<file path="src/bip_pkg.sv">
// constants and types shared by the boot init and port select logic
package bip_pkg;

    // clock and timing figures
    localparam int CLK_PERIOD_NS = 5;
    localparam int T_PG_LOW_NS = 4000;      // least low time that counts as power loss
    localparam int T_PG_HIGH_NS = 625;      // least high time before power good is believed
    localparam int T_PWR_LEAD_NS = 1000;    // power indicator leads init complete by this
    localparam int T_PULSE_NS = 1000;       // width of each error pulse
    localparam int T_GAP_NS = 1000;         // gap between the two error pulses

    // least times round up to whole cycles
    localparam int CYC_PG_LOW = (T_PG_LOW_NS + CLK_PERIOD_NS - 1) / CLK_PERIOD_NS;
    localparam int CYC_PG_HIGH = (T_PG_HIGH_NS + CLK_PERIOD_NS - 1) / CLK_PERIOD_NS;
    localparam int CYC_PWR_LEAD = (T_PWR_LEAD_NS + CLK_PERIOD_NS - 1) / CLK_PERIOD_NS;
    localparam int CYC_PULSE = (T_PULSE_NS + CLK_PERIOD_NS - 1) / CLK_PERIOD_NS;
    localparam int CYC_GAP = (T_GAP_NS + CLK_PERIOD_NS - 1) / CLK_PERIOD_NS;

    // counter widths and terminal values
    localparam int FILT_W = 10;
    localparam int TIMER_W = 8;
    localparam logic [FILT_W-1:0] FILT_LOW_LAST = FILT_W'(CYC_PG_LOW - 1);
    localparam logic [FILT_W-1:0] FILT_HIGH_LAST = FILT_W'(CYC_PG_HIGH - 1);
    localparam logic [TIMER_W-1:0] TMR_LEAD_LAST = TIMER_W'(CYC_PWR_LEAD - 1);
    localparam logic [TIMER_W-1:0] TMR_PULSE_LAST = TIMER_W'(CYC_PULSE - 1);
    localparam logic [TIMER_W-1:0] TMR_GAP_LAST = TIMER_W'(CYC_GAP - 1);

    // internal memory under test
    localparam int RAM_DEPTH = 16;
    localparam int RAM_AW = 4;
    localparam int RAM_DW = 8;
    localparam logic [RAM_AW-1:0] RAM_LAST = RAM_AW'(RAM_DEPTH - 1);
    localparam logic [RAM_DW-1:0] RAM_CLEAR_VAL = 8'h00;
    localparam logic [RAM_DW-1:0] RAM_TEST_SEED = 8'ha5;

    // host port slave addresses, chosen by the select pin
    localparam logic [7:0] HOST_ADDR_LOW_WR = 8'h34;
    localparam logic [7:0] HOST_ADDR_LOW_RD = 8'h35;
    localparam logic [7:0] HOST_ADDR_HIGH_WR = 8'h3a;
    localparam logic [7:0] HOST_ADDR_HIGH_RD = 8'h3b;

    // init sequencer states
    typedef enum logic [3:0] {
        ST_HELD = 4'h0,
        ST_CLEAR = 4'h1,
        ST_WRITE = 4'h2,
        ST_CHECK = 4'h3,
        ST_LOAD = 4'h4,
        ST_LEAD = 4'h5,
        ST_RUN = 4'h6,
        ST_ERR_LEAD = 4'h7,
        ST_ERR_PULSE1 = 4'h8,
        ST_ERR_GAP = 4'h9,
        ST_ERR_PULSE2 = 4'ha,
        ST_HALT = 4'hb
    } bip_state_type;

    // system status word
    typedef struct packed {
        logic done;       // sequence finished, pass or fail
        logic test_pass;  // memory test passed
        logic test_fail;  // memory test failed
    } bip_status_type;

    // host port slave address pair
    typedef struct packed {
        logic [7:0] write_addr;
        logic [7:0] read_addr;
    } bip_addr_type;

    // roles of the two serial ports
    typedef struct packed {
        logic host_port_is_slave;
        logic peripheral_port_is_master;
    } bip_roles_type;

endpackage

</file>
<file path="src/bip_ram.sv">
// flip-flop internal memory with a defect input for exercising the test
`timescale 1ns/1ps
module bip_ram (
    input wire logic clk_sys_i,
    input wire logic sys_rst_i,
    input wire logic we_i,
    input wire logic [bip_pkg::RAM_AW-1:0] addr_i,
    input wire logic [bip_pkg::RAM_DW-1:0] wdata_i,
    input wire logic defect_i,
    output logic [bip_pkg::RAM_DW-1:0] rdata_o
);
    import bip_pkg::*;

    logic [RAM_DW-1:0] mem_reg [RAM_DEPTH];   // storage words
    logic [RAM_DW-1:0] mem_next [RAM_DEPTH];  // next value per word

    // one entry per word; write only the addressed one
    genvar gi;
    generate
        for (gi = 0; gi < RAM_DEPTH; gi++) begin : g_word
            always_comb begin
                mem_next[gi] = mem_reg[gi];
                if (we_i && (addr_i == RAM_AW'(gi))) begin
                    mem_next[gi] = wdata_i;
                end
            end

            always_ff @(posedge clk_sys_i or posedge sys_rst_i) begin
                if (sys_rst_i) begin
                    mem_reg[gi] <= '0;
                end else begin
                    mem_reg[gi] <= mem_next[gi];
                end
            end
        end
    endgenerate

    // defect models a bit stuck at one so the failing path can be reached
    assign rdata_o = mem_reg[addr_i] | {{(RAM_DW-1){1'b0}}, defect_i};

endmodule

</file>
<file path="src/bip_boot_init.sv">
// power-up init sequencer: memory test, ready signalling, address select
`timescale 1ns/1ps

module bip_boot_init (
    input wire logic clk_sys_i,
    input wire logic sys_rst_i,
    input wire logic power_good_input_i,
    input wire logic addr_sel_pin_i,
    output logic addr_sel_pin_o,
    output logic addr_sel_pin_oe_n_o,
    input wire logic gpio_out_i,
    input wire logic gpio_oe_i,
    output logic gpio_in_o,
    output logic flash_load_req_o,
    input wire logic flash_load_done_i,
    input wire logic ram_defect_i,
    output logic power_on_indicator_o,
    output logic gpio_line_twenty_six_o,
    output logic gpio_line_twenty_six_oe_n_o,
    output bip_pkg::bip_status_type status_o,
    output bip_pkg::bip_addr_type host_addr_o,
    output bip_pkg::bip_roles_type port_roles_o
);
    import bip_pkg::*;

    // bounds used by the checks below
    localparam int A_GAP_MAX = CYC_GAP + 2;
    localparam int A_LEAD = CYC_PWR_LEAD;

    // pin synchronisers; first stages read only by second stages
    logic pg_meta_reg;
    logic pg_sync_reg;
    logic sel_meta_reg;
    logic sel_sync_reg;

    // power good filter state
    logic pg_ok_reg;
    logic pg_ok_next;
    logic [FILT_W-1:0] filt_reg;
    logic [FILT_W-1:0] filt_next;

    // sequencer state
    bip_state_type state_reg;
    bip_state_type state_next;
    logic [RAM_AW-1:0] idx_reg;
    logic [RAM_AW-1:0] idx_next;
    logic [TIMER_W-1:0] timer_reg;
    logic [TIMER_W-1:0] timer_next;
    bip_status_type status_reg;
    bip_status_type status_next;
    logic sel_reg;          // captured select level
    logic sel_next;
    logic sampled_reg;      // select has been captured
    logic sampled_next;
    logic pwr_reg;          // power indicator
    logic pwr_next;
    logic done_reg;         // init complete line
    logic done_next;

    // released pin drive, registered so the pad sees clean levels
    logic pin_out_reg;
    logic pin_out_next;
    logic pin_oe_n_reg;
    logic pin_oe_n_next;
    logic gpio_in_reg;
    logic gpio_in_next;
    logic released;

    // memory access
    logic ram_we;
    logic [RAM_DW-1:0] ram_wdata;
    logic [RAM_DW-1:0] ram_rdata;
    logic [RAM_DW-1:0] pattern;

    // address dependent pattern catches stuck and shorted address bits
    assign pattern = RAM_TEST_SEED ^ {{(RAM_DW-RAM_AW){1'b0}}, idx_reg};

    bip_ram bip_ram_i (
        .clk_sys_i(clk_sys_i),
        .sys_rst_i(sys_rst_i),
        .we_i(ram_we),
        .addr_i(idx_reg),
        .wdata_i(ram_wdata),
        .defect_i(ram_defect_i),
        .rdata_o(ram_rdata)
    );

    // two flip-flop synchronisers for the asynchronous pins
    always_ff @(posedge clk_sys_i or posedge sys_rst_i) begin
        if (sys_rst_i) begin
            pg_meta_reg <= 1'b0;
            pg_sync_reg <= 1'b0;
            sel_meta_reg <= 1'b0;
            sel_sync_reg <= 1'b0;
        end else begin
            pg_meta_reg <= power_good_input_i;
            pg_sync_reg <= pg_meta_reg;
            sel_meta_reg <= addr_sel_pin_i;
            sel_sync_reg <= sel_meta_reg;
        end
    end

    // power good filter: long low drops, shorter high restores
    // the asymmetry rejects glitches yet leaves reset promptly
    always_comb begin
        pg_ok_next = pg_ok_reg;
        filt_next = '0;
        if (pg_sync_reg != pg_ok_reg) begin
            filt_next = filt_reg + FILT_W'(1);
            if (pg_ok_reg && (filt_reg == FILT_LOW_LAST)) begin
                pg_ok_next = 1'b0;
                filt_next = '0;
            end else if (!pg_ok_reg && (filt_reg == FILT_HIGH_LAST)) begin
                pg_ok_next = 1'b1;
                filt_next = '0;
            end
        end
    end

    always_ff @(posedge clk_sys_i or posedge sys_rst_i) begin
        if (sys_rst_i) begin
            pg_ok_reg <= 1'b0;
            filt_reg <= '0;
        end else begin
            pg_ok_reg <= pg_ok_next;
            filt_reg <= filt_next;
        end
    end

    // init sequencer next state
    always_comb begin
        state_next = state_reg;
        idx_next = idx_reg;
        timer_next = timer_reg;
        status_next = status_reg;
        sel_next = sel_reg;
        sampled_next = sampled_reg;
        pwr_next = pwr_reg;
        done_next = done_reg;
        ram_we = 1'b0;
        ram_wdata = RAM_CLEAR_VAL;
        if (!pg_ok_reg) begin
            // power not good: everything back to its reset value
            state_next = ST_HELD;
            idx_next = '0;
            timer_next = '0;
            status_next = '0;
            sel_next = 1'b0;
            sampled_next = 1'b0;
            pwr_next = 1'b0;
            done_next = 1'b0;
        end else begin
            case (state_reg)
                ST_HELD: begin
                    // select is captured once, on the way out of reset
                    sel_next = sel_sync_reg;
                    sampled_next = 1'b1;
                    idx_next = '0;
                    state_next = ST_CLEAR;
                end
                ST_CLEAR: begin
                    ram_we = 1'b1;
                    ram_wdata = RAM_CLEAR_VAL;
                    idx_next = idx_reg + RAM_AW'(1);
                    if (idx_reg == RAM_LAST) begin
                        state_next = ST_WRITE;
                    end
                end
                ST_WRITE: begin
                    // check the cleared word, then lay the pattern down
                    ram_we = 1'b1;
                    ram_wdata = pattern;
                    idx_next = idx_reg + RAM_AW'(1);
                    if (ram_rdata != RAM_CLEAR_VAL) begin
                        status_next.test_fail = 1'b1;
                        // indicator rises with the failure so the lead equals the pass path
                        pwr_next = 1'b1;
                        timer_next = '0;
                        state_next = ST_ERR_LEAD;
                    end else if (idx_reg == RAM_LAST) begin
                        state_next = ST_CHECK;
                    end
                end
                ST_CHECK: begin
                    idx_next = idx_reg + RAM_AW'(1);
                    if (ram_rdata != pattern) begin
                        status_next.test_fail = 1'b1;
                        pwr_next = 1'b1;
                        timer_next = '0;
                        state_next = ST_ERR_LEAD;
                    end else if (idx_reg == RAM_LAST) begin
                        status_next.test_pass = 1'b1;
                        state_next = ST_LOAD;
                    end
                end
                ST_LOAD: begin
                    // code copy is done outside; wait for its answer
                    if (flash_load_done_i) begin
                        timer_next = '0;
                        pwr_next = 1'b1;
                        state_next = ST_LEAD;
                    end
                end
                ST_LEAD: begin
                    timer_next = timer_reg + TIMER_W'(1);
                    if (timer_reg == TMR_LEAD_LAST) begin
                        done_next = 1'b1;
                        status_next.done = 1'b1;
                        state_next = ST_RUN;
                    end
                end
                ST_RUN: begin
                    state_next = ST_RUN;
                end
                ST_ERR_LEAD: begin
                    pwr_next = 1'b1;
                    timer_next = timer_reg + TIMER_W'(1);
                    if (timer_reg == TMR_LEAD_LAST) begin
                        timer_next = '0;
                        done_next = 1'b1;
                        state_next = ST_ERR_PULSE1;
                    end
                end
                ST_ERR_PULSE1: begin
                    timer_next = timer_reg + TIMER_W'(1);
                    if (timer_reg == TMR_PULSE_LAST) begin
                        timer_next = '0;
                        done_next = 1'b0;
                        state_next = ST_ERR_GAP;
                    end
                end
                ST_ERR_GAP: begin
                    timer_next = timer_reg + TIMER_W'(1);
                    if (timer_reg == TMR_GAP_LAST) begin
                        timer_next = '0;
                        done_next = 1'b1;
                        state_next = ST_ERR_PULSE2;
                    end
                end
                ST_ERR_PULSE2: begin
                    timer_next = timer_reg + TIMER_W'(1);
                    if (timer_reg == TMR_PULSE_LAST) begin
                        done_next = 1'b0;
                        status_next.done = 1'b1;
                        state_next = ST_HALT;
                    end
                end
                ST_HALT: begin
                    // only a power good cycle or reset leaves here
                    state_next = ST_HALT;
                end
                default: begin
                    state_next = ST_HELD;
                end
            endcase
        end
    end

    always_ff @(posedge clk_sys_i or posedge sys_rst_i) begin
        if (sys_rst_i) begin
            state_reg <= ST_HELD;
            idx_reg <= '0;
            timer_reg <= '0;
            status_reg <= '0;
            sel_reg <= 1'b0;
            sampled_reg <= 1'b0;
            pwr_reg <= 1'b0;
            done_reg <= 1'b0;
        end else begin
            state_reg <= state_next;
            idx_reg <= idx_next;
            timer_reg <= timer_next;
            status_reg <= status_next;
            sel_reg <= sel_next;
            sampled_reg <= sampled_next;
            pwr_reg <= pwr_next;
            done_reg <= done_next;
        end
    end

    // pin handed over as gpio only after a good init
    assign released = (state_reg == ST_RUN);

    // released pin drive and readback
    always_comb begin
        pin_out_next = 1'b0;
        pin_oe_n_next = 1'b1;   // pin is an input while address is chosen
        gpio_in_next = 1'b0;
        if (released) begin
            pin_out_next = gpio_out_i;
            pin_oe_n_next = !gpio_oe_i;
            gpio_in_next = sel_sync_reg;
        end
    end

    always_ff @(posedge clk_sys_i or posedge sys_rst_i) begin
        if (sys_rst_i) begin
            pin_out_reg <= 1'b0;
            pin_oe_n_reg <= 1'b1;
            gpio_in_reg <= 1'b0;
        end else begin
            pin_out_reg <= pin_out_next;
            pin_oe_n_reg <= pin_oe_n_next;
            gpio_in_reg <= gpio_in_next;
        end
    end

    // outputs
    assign addr_sel_pin_o = pin_out_reg;
    assign addr_sel_pin_oe_n_o = pin_oe_n_reg;
    assign gpio_in_o = gpio_in_reg;
    assign flash_load_req_o = (state_reg == ST_LOAD);
    assign power_on_indicator_o = pwr_reg;
    assign gpio_line_twenty_six_o = done_reg;
    assign gpio_line_twenty_six_oe_n_o = 1'b0;          // always driven
    assign status_o = status_reg;
    // address pair rests on the captured level, never the live pin
    assign host_addr_o.write_addr = sel_reg ? HOST_ADDR_HIGH_WR : HOST_ADDR_LOW_WR;
    assign host_addr_o.read_addr = sel_reg ? HOST_ADDR_HIGH_RD : HOST_ADDR_LOW_RD;
    assign port_roles_o.host_port_is_slave = 1'b1;
    assign port_roles_o.peripheral_port_is_master = 1'b1;

    // checks
    property p_load_after_test;
        @(posedge clk_sys_i) disable iff (sys_rst_i)
        flash_load_req_o |-> status_reg.test_pass && !status_reg.test_fail;
    endproperty
    a_load_after_test: assert property (p_load_after_test)
        else $error("load requested before a passing memory test");

    property p_status_kept;
        @(posedge clk_sys_i) disable iff (sys_rst_i)
        (pg_ok_reg && status_reg.test_fail) |=> status_reg.test_fail || !pg_ok_reg;
    endproperty
    a_status_kept: assert property (p_status_kept)
        else $error("test failure lost from status");

    property p_fail_halts;
        @(posedge clk_sys_i) disable iff (sys_rst_i)
        status_reg.test_fail |-> !flash_load_req_o && (state_reg != ST_RUN);
    endproperty
    a_fail_halts: assert property (p_fail_halts)
        else $error("failed test still loaded or ran");

    property p_second_pulse;
        @(posedge clk_sys_i) disable iff (sys_rst_i || !pg_ok_reg)
        (status_reg.test_fail && $fell(done_reg) && (state_reg == ST_ERR_GAP))
            |-> ##[1:A_GAP_MAX] done_reg;
    endproperty
    a_second_pulse: assert property (p_second_pulse)
        else $error("second error pulse missing");

    property p_power_leads;
        @(posedge clk_sys_i) disable iff (sys_rst_i || !pg_ok_reg)
        $rose(gpio_line_twenty_six_o) && (state_reg != ST_ERR_PULSE2)
            |-> power_on_indicator_o && $past(pwr_reg, A_LEAD);
    endproperty
    a_power_leads: assert property (p_power_leads)
        else $error("init complete without power indicator lead");

    property p_addr_low;
        @(posedge clk_sys_i) disable iff (sys_rst_i)
        (sampled_reg && !sel_reg) |-> (host_addr_o.write_addr == 8'h34)
            && (host_addr_o.read_addr == 8'h35);
    endproperty
    a_addr_low: assert property (p_addr_low)
        else $error("wrong slave addresses for low select");

    property p_addr_high;
        @(posedge clk_sys_i) disable iff (sys_rst_i)
        (sampled_reg && sel_reg) |-> (host_addr_o.write_addr == 8'h3a)
            && (host_addr_o.read_addr == 8'h3b);
    endproperty
    a_addr_high: assert property (p_addr_high)
        else $error("wrong slave addresses for high select");

    property p_sel_frozen;
        @(posedge clk_sys_i) disable iff (sys_rst_i)
        (sampled_reg && $past(sampled_reg) && pg_ok_reg) |-> $stable(sel_reg);
    endproperty
    a_sel_frozen: assert property (p_sel_frozen)
        else $error("select resampled after capture");

    property p_held_in_reset;
        @(posedge clk_sys_i) disable iff (sys_rst_i)
        !pg_ok_reg |=> (state_reg == ST_HELD) && !done_reg && !pwr_reg;
    endproperty
    a_held_in_reset: assert property (p_held_in_reset)
        else $error("sequencer ran while power good low");

endmodule

</file>
<file path="config.mk">
export PLATFORM = sky130hd
export DESIGN_NAME = bip_boot_init
export DESIGN_NICKNAME = d
export VERILOG_FILES = /design/src/bip_pkg.sv /design/src/bip_ram.sv /design/src/bip_boot_init.sv
export SDC_FILE = /design/constraint.sdc
export NUM_CORES = 1
export LEC_CHECK = 0
export BUFFER_PORTS_ARGS = -buffer_cell sky130_fd_sc_hd__buf_4
export CORE_ASPECT_RATIO = 0.7
export CORE_MARGIN = 8
export CORE_UTILIZATION = 65
export CTS_BUF_LIST = sky130_fd_sc_hd__clkbuf_16
export CTS_CLUSTER_DIAMETER = 60
export DETAILED_ROUTE_END_ITERATION = 8
export PLACE_DENSITY = 0.8
export SLEW_MARGIN = 10
export SYNTH_ARGS = -nofsm -noshare
export SYNTH_HDL_FRONTEND = slang
export SYNTH_HIERARCHICAL = 1
export SYNTH_SLANG_ARGS = --single-unit
</file>
<file path="constraint.sdc">
create_clock -name clk_sys_i -period 8.72 [get_ports clk_sys_i]
set_input_delay 0.436 -clock clk_sys_i [delete_from_list [all_inputs] [get_ports clk_sys_i]]
set_output_delay 0.436 -clock clk_sys_i [all_outputs]
set_load 0.05 [all_outputs]
</file>
== After elaboration in Yosys (flattened, before gate mapping) ==
Cells that the tools add are included.
Word-level totals
  register bits: 168
  input port bits: 8
  output and inout port bits: 28
  word-level logic and storage cells: 189
Operators by class
  add/subtract/negate cells: 3
  $lt $le $gt $ge: 1
  equal/unequal tests: 55
  mux-type cells: 55
  bitwise operators: 3
  reduce and logical (&&, ||, !) cells: 38
Operators by type and width (number)
  $mux 8: 9
  $mux 4: 15
  $eq 4x4->1 const B: 12
  $pmux 4 s12: 1
  $pmux 8 s5: 1
  $bmux 8 s4: 1
  $eq 4x3->1 const B: 8
  $mux 10: 3
  $ne 3x3->1 const B: 10
  $mux 1: 20
  $logic_and 1x1->1: 18
  $eq 4x2->1 const B: 4
  $add 10x1->10 const B: 1
  $eq 10x10->1 const B: 1
  $eq 10x7->1 const B: 1
  $ne 3x2->1 const B: 3
  $reduce_and 3->1: 3
  $reduce_and 9->1: 1
  $reduce_or 3->1: 3
  $add 8x1->8 const B: 1
  $eq 4x1->1 const B: 2
  $eq 8x8->1 const B: 1
  $logic_not 4->1: 2
  $ne 2x1->1 const B: 4
  other kinds (22): 30

== Depth between registers and ports, before layout ==
Gate-level depths: netlist of run 1.
  depth after elaboration: 9
  gate-level depth with buffers: 11
  depth with buffers taken out: 9

== By module ==
Netlist of run 1, hierarchy kept.
By module, submodules not included
  bip_ram: instances 1, cells each 366, area an instance 5821.8 µm², sequential area each 3203.1 µm²
  bip_boot_init: instances 1, cells each 250, area an instance 2467.4 µm², sequential area each 1002.2 µm²

== Worst setup path after synthesis of run 1 ==
Ideal clock, no wire load.
  kind: reg-to-reg
  start point: register idx_reg[0]
  end point: register state_reg[0]
  library setup time: 0.125 ns
  arrival: 2.911 ns
  required time: 8.595 ns
  path slack: 5.684 ns
  cell stages (with the launch flop): 12
  path buffers: 2
  period minus slack after synthesis: 3.036 ns
  path through: dfrtp_1 -> buf_2 -> buf_2 -> mux4_2 -> a22oi_1 -> nand2_1 -> nor4_1 -> nand4b_1 -> a21bo_2 -> a31oi_4 -> o21bai_4 -> mux2_4
Between the ends
  cells in the longest elaborated chain, start to end: 9
  elaborated cells on any way between the ends: 17
  classes of those cells: eq/ne: 5; mux: 7; bitwise: 3; reduce/logical: 2
Ends and longest elaborated chain
  from (decl): RTL line bip_boot_init.sv:45  | logic [RAM_AW-1:0] idx_reg;
  from (signal assigned): RTL line bip_boot_init.sv:271  | idx_reg <= idx_next;
  $not 4->5 (implied by the code) (*): RTL line bip_ram.sv:39  | assign rdata_o = mem_reg[addr_i] | {{(RAM_DW-1){1'b0}}, defect_i};
  $bmux 8 s4 (*): RTL line bip_ram.sv:39
  $mux 8 (implied by the code) (*) (2 in series): RTL line bip_ram.sv:39
  $or 8x1->8 (*): RTL line bip_ram.sv:39
  net ram_rdata[1]: RTL line bip_boot_init.sv:72  | logic [RAM_DW-1:0] ram_rdata;
  $ne 8x8->1 or $reduce_bool 8->1 (tied branches): RTL line bip_boot_init.sv:186, bip_boot_init.sv:174
  $mux 4, on equally long branches: RTL line bip_boot_init.sv:186, bip_boot_init.sv:174
  $pmux 4 s12: RTL line bip_boot_init.sv:153  | case (state_reg)
  $mux 4: RTL line bip_boot_init.sv:142  | if (!pg_ok_reg) begin
  to (signal assigned): RTL line bip_boot_init.sv:270  | state_reg <= state_next;
  to (decl): RTL line bip_boot_init.sv:43  | bip_state_type state_reg;
The timed path passes the listed nets; every way through them passes the cells marked *. The select of a mux whose other input is x is not followed.
A chain may end at the register's enable or synchronous reset.

== Worst setup path after layout of run 1 ==
Same ends and word-level chain as after synthesis.

==> results of run 1 <==
placed cells by master, fill, tap and decap left out, types with 11 or more instances in the layout:
master	count
nor2_1	21
clkbuf_16	17
buf_4	28
conb_1	27
mux2_1	16
mux4_2	32
nand3_1	12
a22oi_1	15
mux2_2	112
o21ai_0	11
nand2_1	24
dfrtp_1	166
worst paths after layout:
| kind | cells past startpoint | slack [ns] | to |
|---|---|---|---|
| worst max-delay path | 10 | 5.20 | state_reg[0] |
| worst min-delay path | 2 | 0.1 | bip_ram_i/mem_reg[79] |
| worst max register to register | 10 | 5.20 | state_reg[0] |
| worst min register to register | 0 | 0.35 | pg_sync_reg |
| max in group asynchronous | 3 | 7.23 | bip_ram_i/mem_reg[55] |
| min in group clk_sys_i | 1 | 0.12 | pg_meta_reg |
power breakdown:
part | leakage, nW | total, W | switching (W) | internal, W
Sequential | 2.30 | 0.000787 | 0.00000295 | 0.000784
Combinational | 1.63 | 0.0000447 | 0.0000353 | 0.00000936
Clock | 0.295 | 0.000755 | 0.000326 | 0.000429
Total | 4.23 | 0.00159 | 0.000364 | 0.00122
area by class of cell:
cell class              instances  share of cell area, %
multi-input cells             409                   42.1
well taps                     162                   2.24
clock buffers                  17                   4.70
clock inverters                15                   1.82
repair buffers                 28                   2.32
inverters                      10                  0.442
flip-flops and latches        168                   46.4
stage by stage:
stage	cells	cell area (µm²)	hold slack [ns]
after floorplan	641	8380	0.331
final	809	9060	0.0983
after CTS	809	9060	0.101
after detailed placement	777	8470	0.337
after global routing	809	9060	0.103
after global placement	777	8470	0.335
Yosys cell counts (4+ instances only):
master,instances
a21oi_1,7
a22oi_1,15
a31oi_1,10
and3_1,7
buf_2,11
buf_4,22
buf_6,4
clkbuf_1,14
dfrtp_1,167
ha_1,4
inv_1,10
mux2_1,16
mux2_2,112
mux4_2,32
nand2_1,24
nand2b_1,10
nand3_1,12
nand3b_1,5
nand4_1,4
nor2_1,21
nor2_2,10
nor2b_1,5
nor3_1,5
nor4_1,5
o21ai_0,11
xnor2_1,6
xor2_1,9
layer usage:
layer  vias up  wire length [µm]
met5         -                 0
met4         0               271
met3        24               970
met2       123              8020
met1      2602              7360
li1       2253                 -
cell families (layout without fill, tap and decap cells):
| kind of cell | after synthesis | after routing |
|---|---|---|
| AOI/OAI and AO/OA | 65 | 65 |
| xor gates and xnor gates | 15 | 15 |
| adders and majority gates | 4 | 4 |
| buffers and inverters | 64 | 70 |
| DFF | 168 | 168 |
| muxes | 165 | 165 |
| other | 2 | 27 |
| and+or+nand+nor | 133 | 133 |
==> key figures, run 1 <==
Routing
  – Total Wirelength: 16,600 µm
  – Antenna-violating nets left: 0
  – First-pass DRT Iterations: 5
  – 1st-iter DRT viols: 448
  – Routed len/inst: 20.6 µm
  – Via count: about 5,000
  – Vias/cell: 6.18
  – # DRC: 0

Clock tree
  – Clock buffer depth: 2
  – # hold bufs at CTS: 0
  – # Post-CTS Setup Buffers: 0
  – TritonCTS clock tree: done
  – Cts bufs inserted: 17
  – Clock root buffer: clkbuf_16
  – H-tree depth: 4
  – Worst skew pair latency: 0.43 ns
  – CTS clk-pin slew, worst paths: about 0.07 ns
  – CTS sink count: 168
  – Post-CTS resize count: 0

GRT
  – Grt peak-use layer: met2
  – First-pass GRT wire length: 27,800 µm
  – Total GRT Usage: a little over a fifth
  – Pin count of the biggest net entering global routing: 81
  – Number of global-route vias before repair: about 5,200
  – Antenna violations before repair: 0
  – Met2 Use GR: 33.0%
  – Grt ovf: 0
  – Global-route met3 utilization: under 10%
  – GR Util met1: 29.4%

Logic synthesis
  – Ys async rst share: between 90% and 100%
  – Synth Instances: 616
  – Synth Area in Compound Gates: 6.07%
  – Syn Area/Cell: 13.5 µm²
  – Post-synthesis cell type count: 70
  – Synth area leaders: dfrtp_1 (50%), mux2_2 (15%), mux4_2 (8.7%)
  – Number of synthesized flops with an enable pin: 0
  – Synth Area in Simple Gates: 9.68%
  – Synth Cell Area: between 8000 and 9000 µm²
  – Cell taking the most area after synthesis: dfrtp_1
  – Synthesis Warnings: 6
  – Part of the Yosys area used for sequential elements: 50.7%
  – Combinational family with the most area after synthesis: multiplexers
  – Top FF cell, synth: dfrtp_1
  – Proportion of synthesized area in mux cells: 26.8%
  – XOR/XNOR share of the synthesized area: 1.58%
  – Adder-cell area share of the yosys netlist: 0.604%
  – Top cell type's share of synthesized area: 50.4%
  – #FFs+latches synth: roughly 170

Final layout
  – Seq. cell area: 4210 µm²
  – Area Overhead vs Synth: 9.30%
  – Ant diodes: 0
  – Finished Core Util: between 70% and 80%
  – Area of the multi-input gates: 3810 µm²
  – Final nets: around 650
  – Share of cells above drive strength 1: 37.2%
  – Max FFs per register: 128
  – Layout fillers: about 820

Timing
  – Unrepaired setup endpoints after global routing: false
  – Slew margin rel.: 32.4%
  – PnR worst setup slack: 5.20 ns
  – Fin crit share: 40.3%
  – Setup TNS Final: 0 ns
  – Worst Tran Pin Value: between 1 and 1.5 ns
  – Hold Fails Final Rpt: 0
  – Achievable Freq: 284 MHz
  – Post-layout min period: between 3 and 4 ns
  – Fin. max-slew vios: 0
  – Final-report setup violation count: 0
  – Clock Skew: 0.0110 ns

Critical path
  – Crit path arrival time: 3.83 ns
  – Worst path max stage delay: 0.58 ns
  – Worst-path cell chain: buf_4, mux4_2, a221oi_1, nand2_1, nor4_1, nand4b_1, a21bo_2, a31oi_4, o21bai_4, mux2_4
  – Worst setup SP type: flop
  – Worst endpoint required time: 9.03 ns
  – WP buf/inv: 1
  – Critical Path Start: idx_reg[0]
  – Crit path kind: flop to flop
  – RR Startpoint: idx_reg[0]
  – CP delay by family, top: compound AO/OA/AOI/OAI gates
  – Setup crit end kind: flop
  – Crit Path Max Fanout: 44
  – Slowest cell on the critical path: buf_4

Pwr
  – Power Dens Cells: 175 nW/µm²
  – Peak VDD IR: 0.141 mV
  – Leakage: 4.23 nW
  – Overall power consumption: 0.00159 W

Die
  – Core ar.: around 12,000 µm²
  – IO Count: 36
  – Die Ht: 110 µm
  – Die Wd: 151 µm
  – Area of the die: approximately 17,000 µm²
  – Starting Density: 66.7%
  – Row Count: 34

Status
  – Run status: complete, no violations

Place
  – GPL Wtd Cong: 0.817
  – Buffers on Ports: 22
  – DP HPWL: 10,900 µm
  – DP Worst Slack: between 5 and 6 ns

Worst hold path
  – Hold/Removal Path Class: input port to async pin

Job
  – Max Cap Viol: 0
(Power assumes the default switching activity.)
==> run 2: changes to the inputs <==
CORE_UTILIZATION = 57   (was 65)
PLACE_DENSITY = 0.75   (was 0.8)
clock period = 3 ns   (was 8.72 ns; I/O delays follow)
==> run 2 against run 1 <==
Worst hold slack better by 0.18 ns; maximum frequency up 18%; sequential share of layout area down 2.8 points; register-to-register slack worse by 5.2 ns; combinational power rose to 3.3 times the previous value; final cell count up 8.4%; critical endpoint unchanged; largest power group unchanged.
==> key figures, run 2 (same netlist as run 1, synthesis figures left out) <==
Routing
  – # DRC: 0 (unchanged)
  – Total Wirelength: 18,600 µm (+12%)
  – 1st-iter DRT viols: 463 (+3.3%)
  – Routed len/inst: 21.3 µm (+3.5%)
  – First-pass DRT Iterations: 5 (unchanged)
  – Via count: 5,260 (+5.2%)
  – Vias/cell: 6.00 (-3.0%)
  – Antenna-violating nets left: 0 (unchanged)

GRT
  – First-pass GRT wire length: 29,600 µm (+6.4%)
  – Pin count of the biggest net entering global routing: 95 (+17%)
  – Grt ovf: 0 (unchanged)
  – Total GRT Usage: 20.3% (-1.0 points)
  – Grt peak-use layer: met2
  – Global-route met3 utilization: 4.79% (+0.26 points)
  – GR Util met1: 29.2% (-0.19 points)
  – Met2 Use GR: 30.1% (-2.9 points)
  – Antenna violations before repair: 0 (unchanged)
  – Number of global-route vias before repair: 5,314 (+2.8%)

Critical path
  – Worst R2R Path Depth: 11 (+1)
  – Crit path kind: flop to flop
  – Crit path arrival time: 3.28 ns (-0.55 ns)
  – Worst path max stage delay: 0.52 ns (-0.06 ns)
  – Worst setup SP type: flop
  – Crit Path Max Fanout: 7 (-84%)
  – RR Endpoint: state_reg[0]
  – Setup crit end kind: flop
  – Critical Path Start: idx_reg[0]
  – Slowest cell on the critical path: mux4_2
  – Worst R2R Setup Slack: 0.03 ns (-5.17 ns)
  – RR Startpoint: idx_reg[0]
  – Worst-path cell chain: buf_12, buf_4, mux4_2, a22oi_2, nand2_1, nor4_2, nand4b_1, a21bo_2, a31oi_4, o21bai_4, mux2_4
  – Worst endpoint required time: 3.31 ns (-5.72 ns)

Pwr
  – Leakage: 4.46 nW (+5.5%)
  – Peak VDD IR: 0.345 mV (+150%)
  – Power Dens Cells: 490 nW/µm² (+180%)

Timing
  – Hold Fails Final Rpt: 0 (unchanged)
  – Final-report setup violation count: 0 (unchanged)
  – Unrepaired setup endpoints after global routing: true
  – Post-layout min period: 2.97 ns (-0.546 ns)
  – Clock Skew: 0.0148 ns (+0.00372 ns)
  – Setup TNS Final: 0 ns (unchanged)
  – Fin crit share: 99.1% (+59 points)
  – Worst Tran Pin Value: 1.10 ns (+0.0860 ns)
  – Achievable Freq: 336 MHz (+18%)
  – Fin. max-slew vios: 0 (unchanged)
  – Slew margin rel.: 26.8% (-5.6 points)

Job
  – Max Cap Viol: 0 (unchanged)

Final layout
  – Layout fillers: 985 (+20%)
  – Ant diodes: 0 (unchanged)
  – Finished Core Util: 66.7% (-6.2 points)
  – Share of cells above drive strength 1: 42.1% (+4.8 points)
  – Commonest non-fill, non-tap cell in the layout: dfrtp_1
  – Max FFs per register: 128 (unchanged)
  – Area Overhead vs Synth: 16.3%
  – Final nets: 681 (+5.4%)
  – Most frequent cells in the layout: dfrtp_1 (166), mux2_2 (112), buf_4 (48)

Clock tree
  – Clock buffer depth: 2 (unchanged)
  – Clock root buffer: clkbuf_16
  – TritonCTS clock tree: done
  – Worst skew pair latency: 0.42 ns (about the same)
  – Cts bufs inserted: 17 (unchanged)
  – CTS clk-pin slew, worst paths: 0.07 ns (about the same)
  – H-tree depth: 4 (unchanged)
  – CTS sink count: 168 (unchanged)

Die
  – IO Count: 36 (unchanged)
  – Die Ht: 117 µm (+5.8%)
  – Core ar.: 14,400 µm² (+16%)
  – Starting Density: 57.4% (-9.3 points)
  – Area of the die: 18,700 µm² (+12%)
  – Row Count: 37 (+8.8%)
  – Die Wd: 160 µm (+6.1%)

Worst hold path
  – Hold/Removal Path Class: input port to async pin

Place
  – Buffers on Ports: 22 (unchanged)
  – GPL Wtd Cong: 0.932 (+14%)
  – DP HPWL: 12,500 µm (+15%)

Status
  – Run status: complete, no violations
-- run 2: changes by cell type in the layout (fill, tap and decap cells not counted), sizes merged --
cell,delta
bufinv,+1
dlygate4sd3,+5
clkinv,-2
clkinvlp,+3
clkbuf,+2
buf,+28
inv,-2
-- run 2: stage by stage --
| stage | power, W | setup slack [ns] | hold WS, ns | instance area, µm² | cells |
|---|---|---|---|---|---|
| finish | 0.00472 | 0.0279 | 0.281 | 9640 | 877 |
| CTS | 0.00474 | 0.0430 | 0.282 | 9420 | 872 |
| global placement | 0.00246 | 0.0453 | 0.171 | 8720 | 833 |
| global route | 0.00485 | -0.104 | 0.317 | 9640 | 877 |
| detailed placement | 0.00247 | -0.0215 | 0.184 | 8720 | 833 |
| floorplan | 0.00244 | 0.00906 | 0.181 | 8390 | 641 |
-- run 2: worst max-delay path by stage --
stage | end | depth (start not counted)
2_1_floorplan | state_reg[0] | 11
3_5_place_dp | state_reg[0] | 10
3_3_place_gp | state_reg[1] | 10
6_report | state_reg[0] | 11
4_1_cts | state_reg[0] | 11
5_1_grt | state_reg[0] | 11
-- run 2: power by group --
part	leakage (nW)	internal, W	switching (W)
Sequential	2.30	0.00228	0.00000943
Combinational	1.86	0.0000366	0.000110
Clock	0.301	0.00133	0.000954
-- run 2: critical path, delay by kind of cell, from the launching register on --
| kind | cells | cell delay (ns) |
|---|---|---|
| compound gates | 4 | 0.74 |
| mux | 2 | 0.84 |
| flops | 1 | 0.38 |
| buf+inv | 2 | 0.32 |
| simple gates | 3 | 0.59 |
-- run 2: metal layers --
layer | wire, µm | vias to the layer above
met5 | 0 | -
met4 | 270 | 0
met1 | 8650 | 2775
met2 | 8690 | 144
met3 | 1040 | 24
li1 | - | 2317
-- run 2: timing repair --
action                     CTS  global route
setup endpoints to repair    2            13
pin swaps                    0            11
resized for setup            1            25
cloned                       0             2
hold buffers                 5             0
hold endpoints to repair    20             0
buffers inserted             2             4
-- run 2: cell type report --
cell class / instances / area, µm² / area share [%]
multi-input combinational: 409 / 3920 / 40.7
clock buffer: 17 / 425 / 4.41
sequential: 168 / 4210 / 43.6
tap: 195 / 244 / 2.53
clock inverter: 15 / 194 / 2.01
timing repair buffer: 63 / 606 / 6.28
inverter: 10 / 41.3 / 0.428
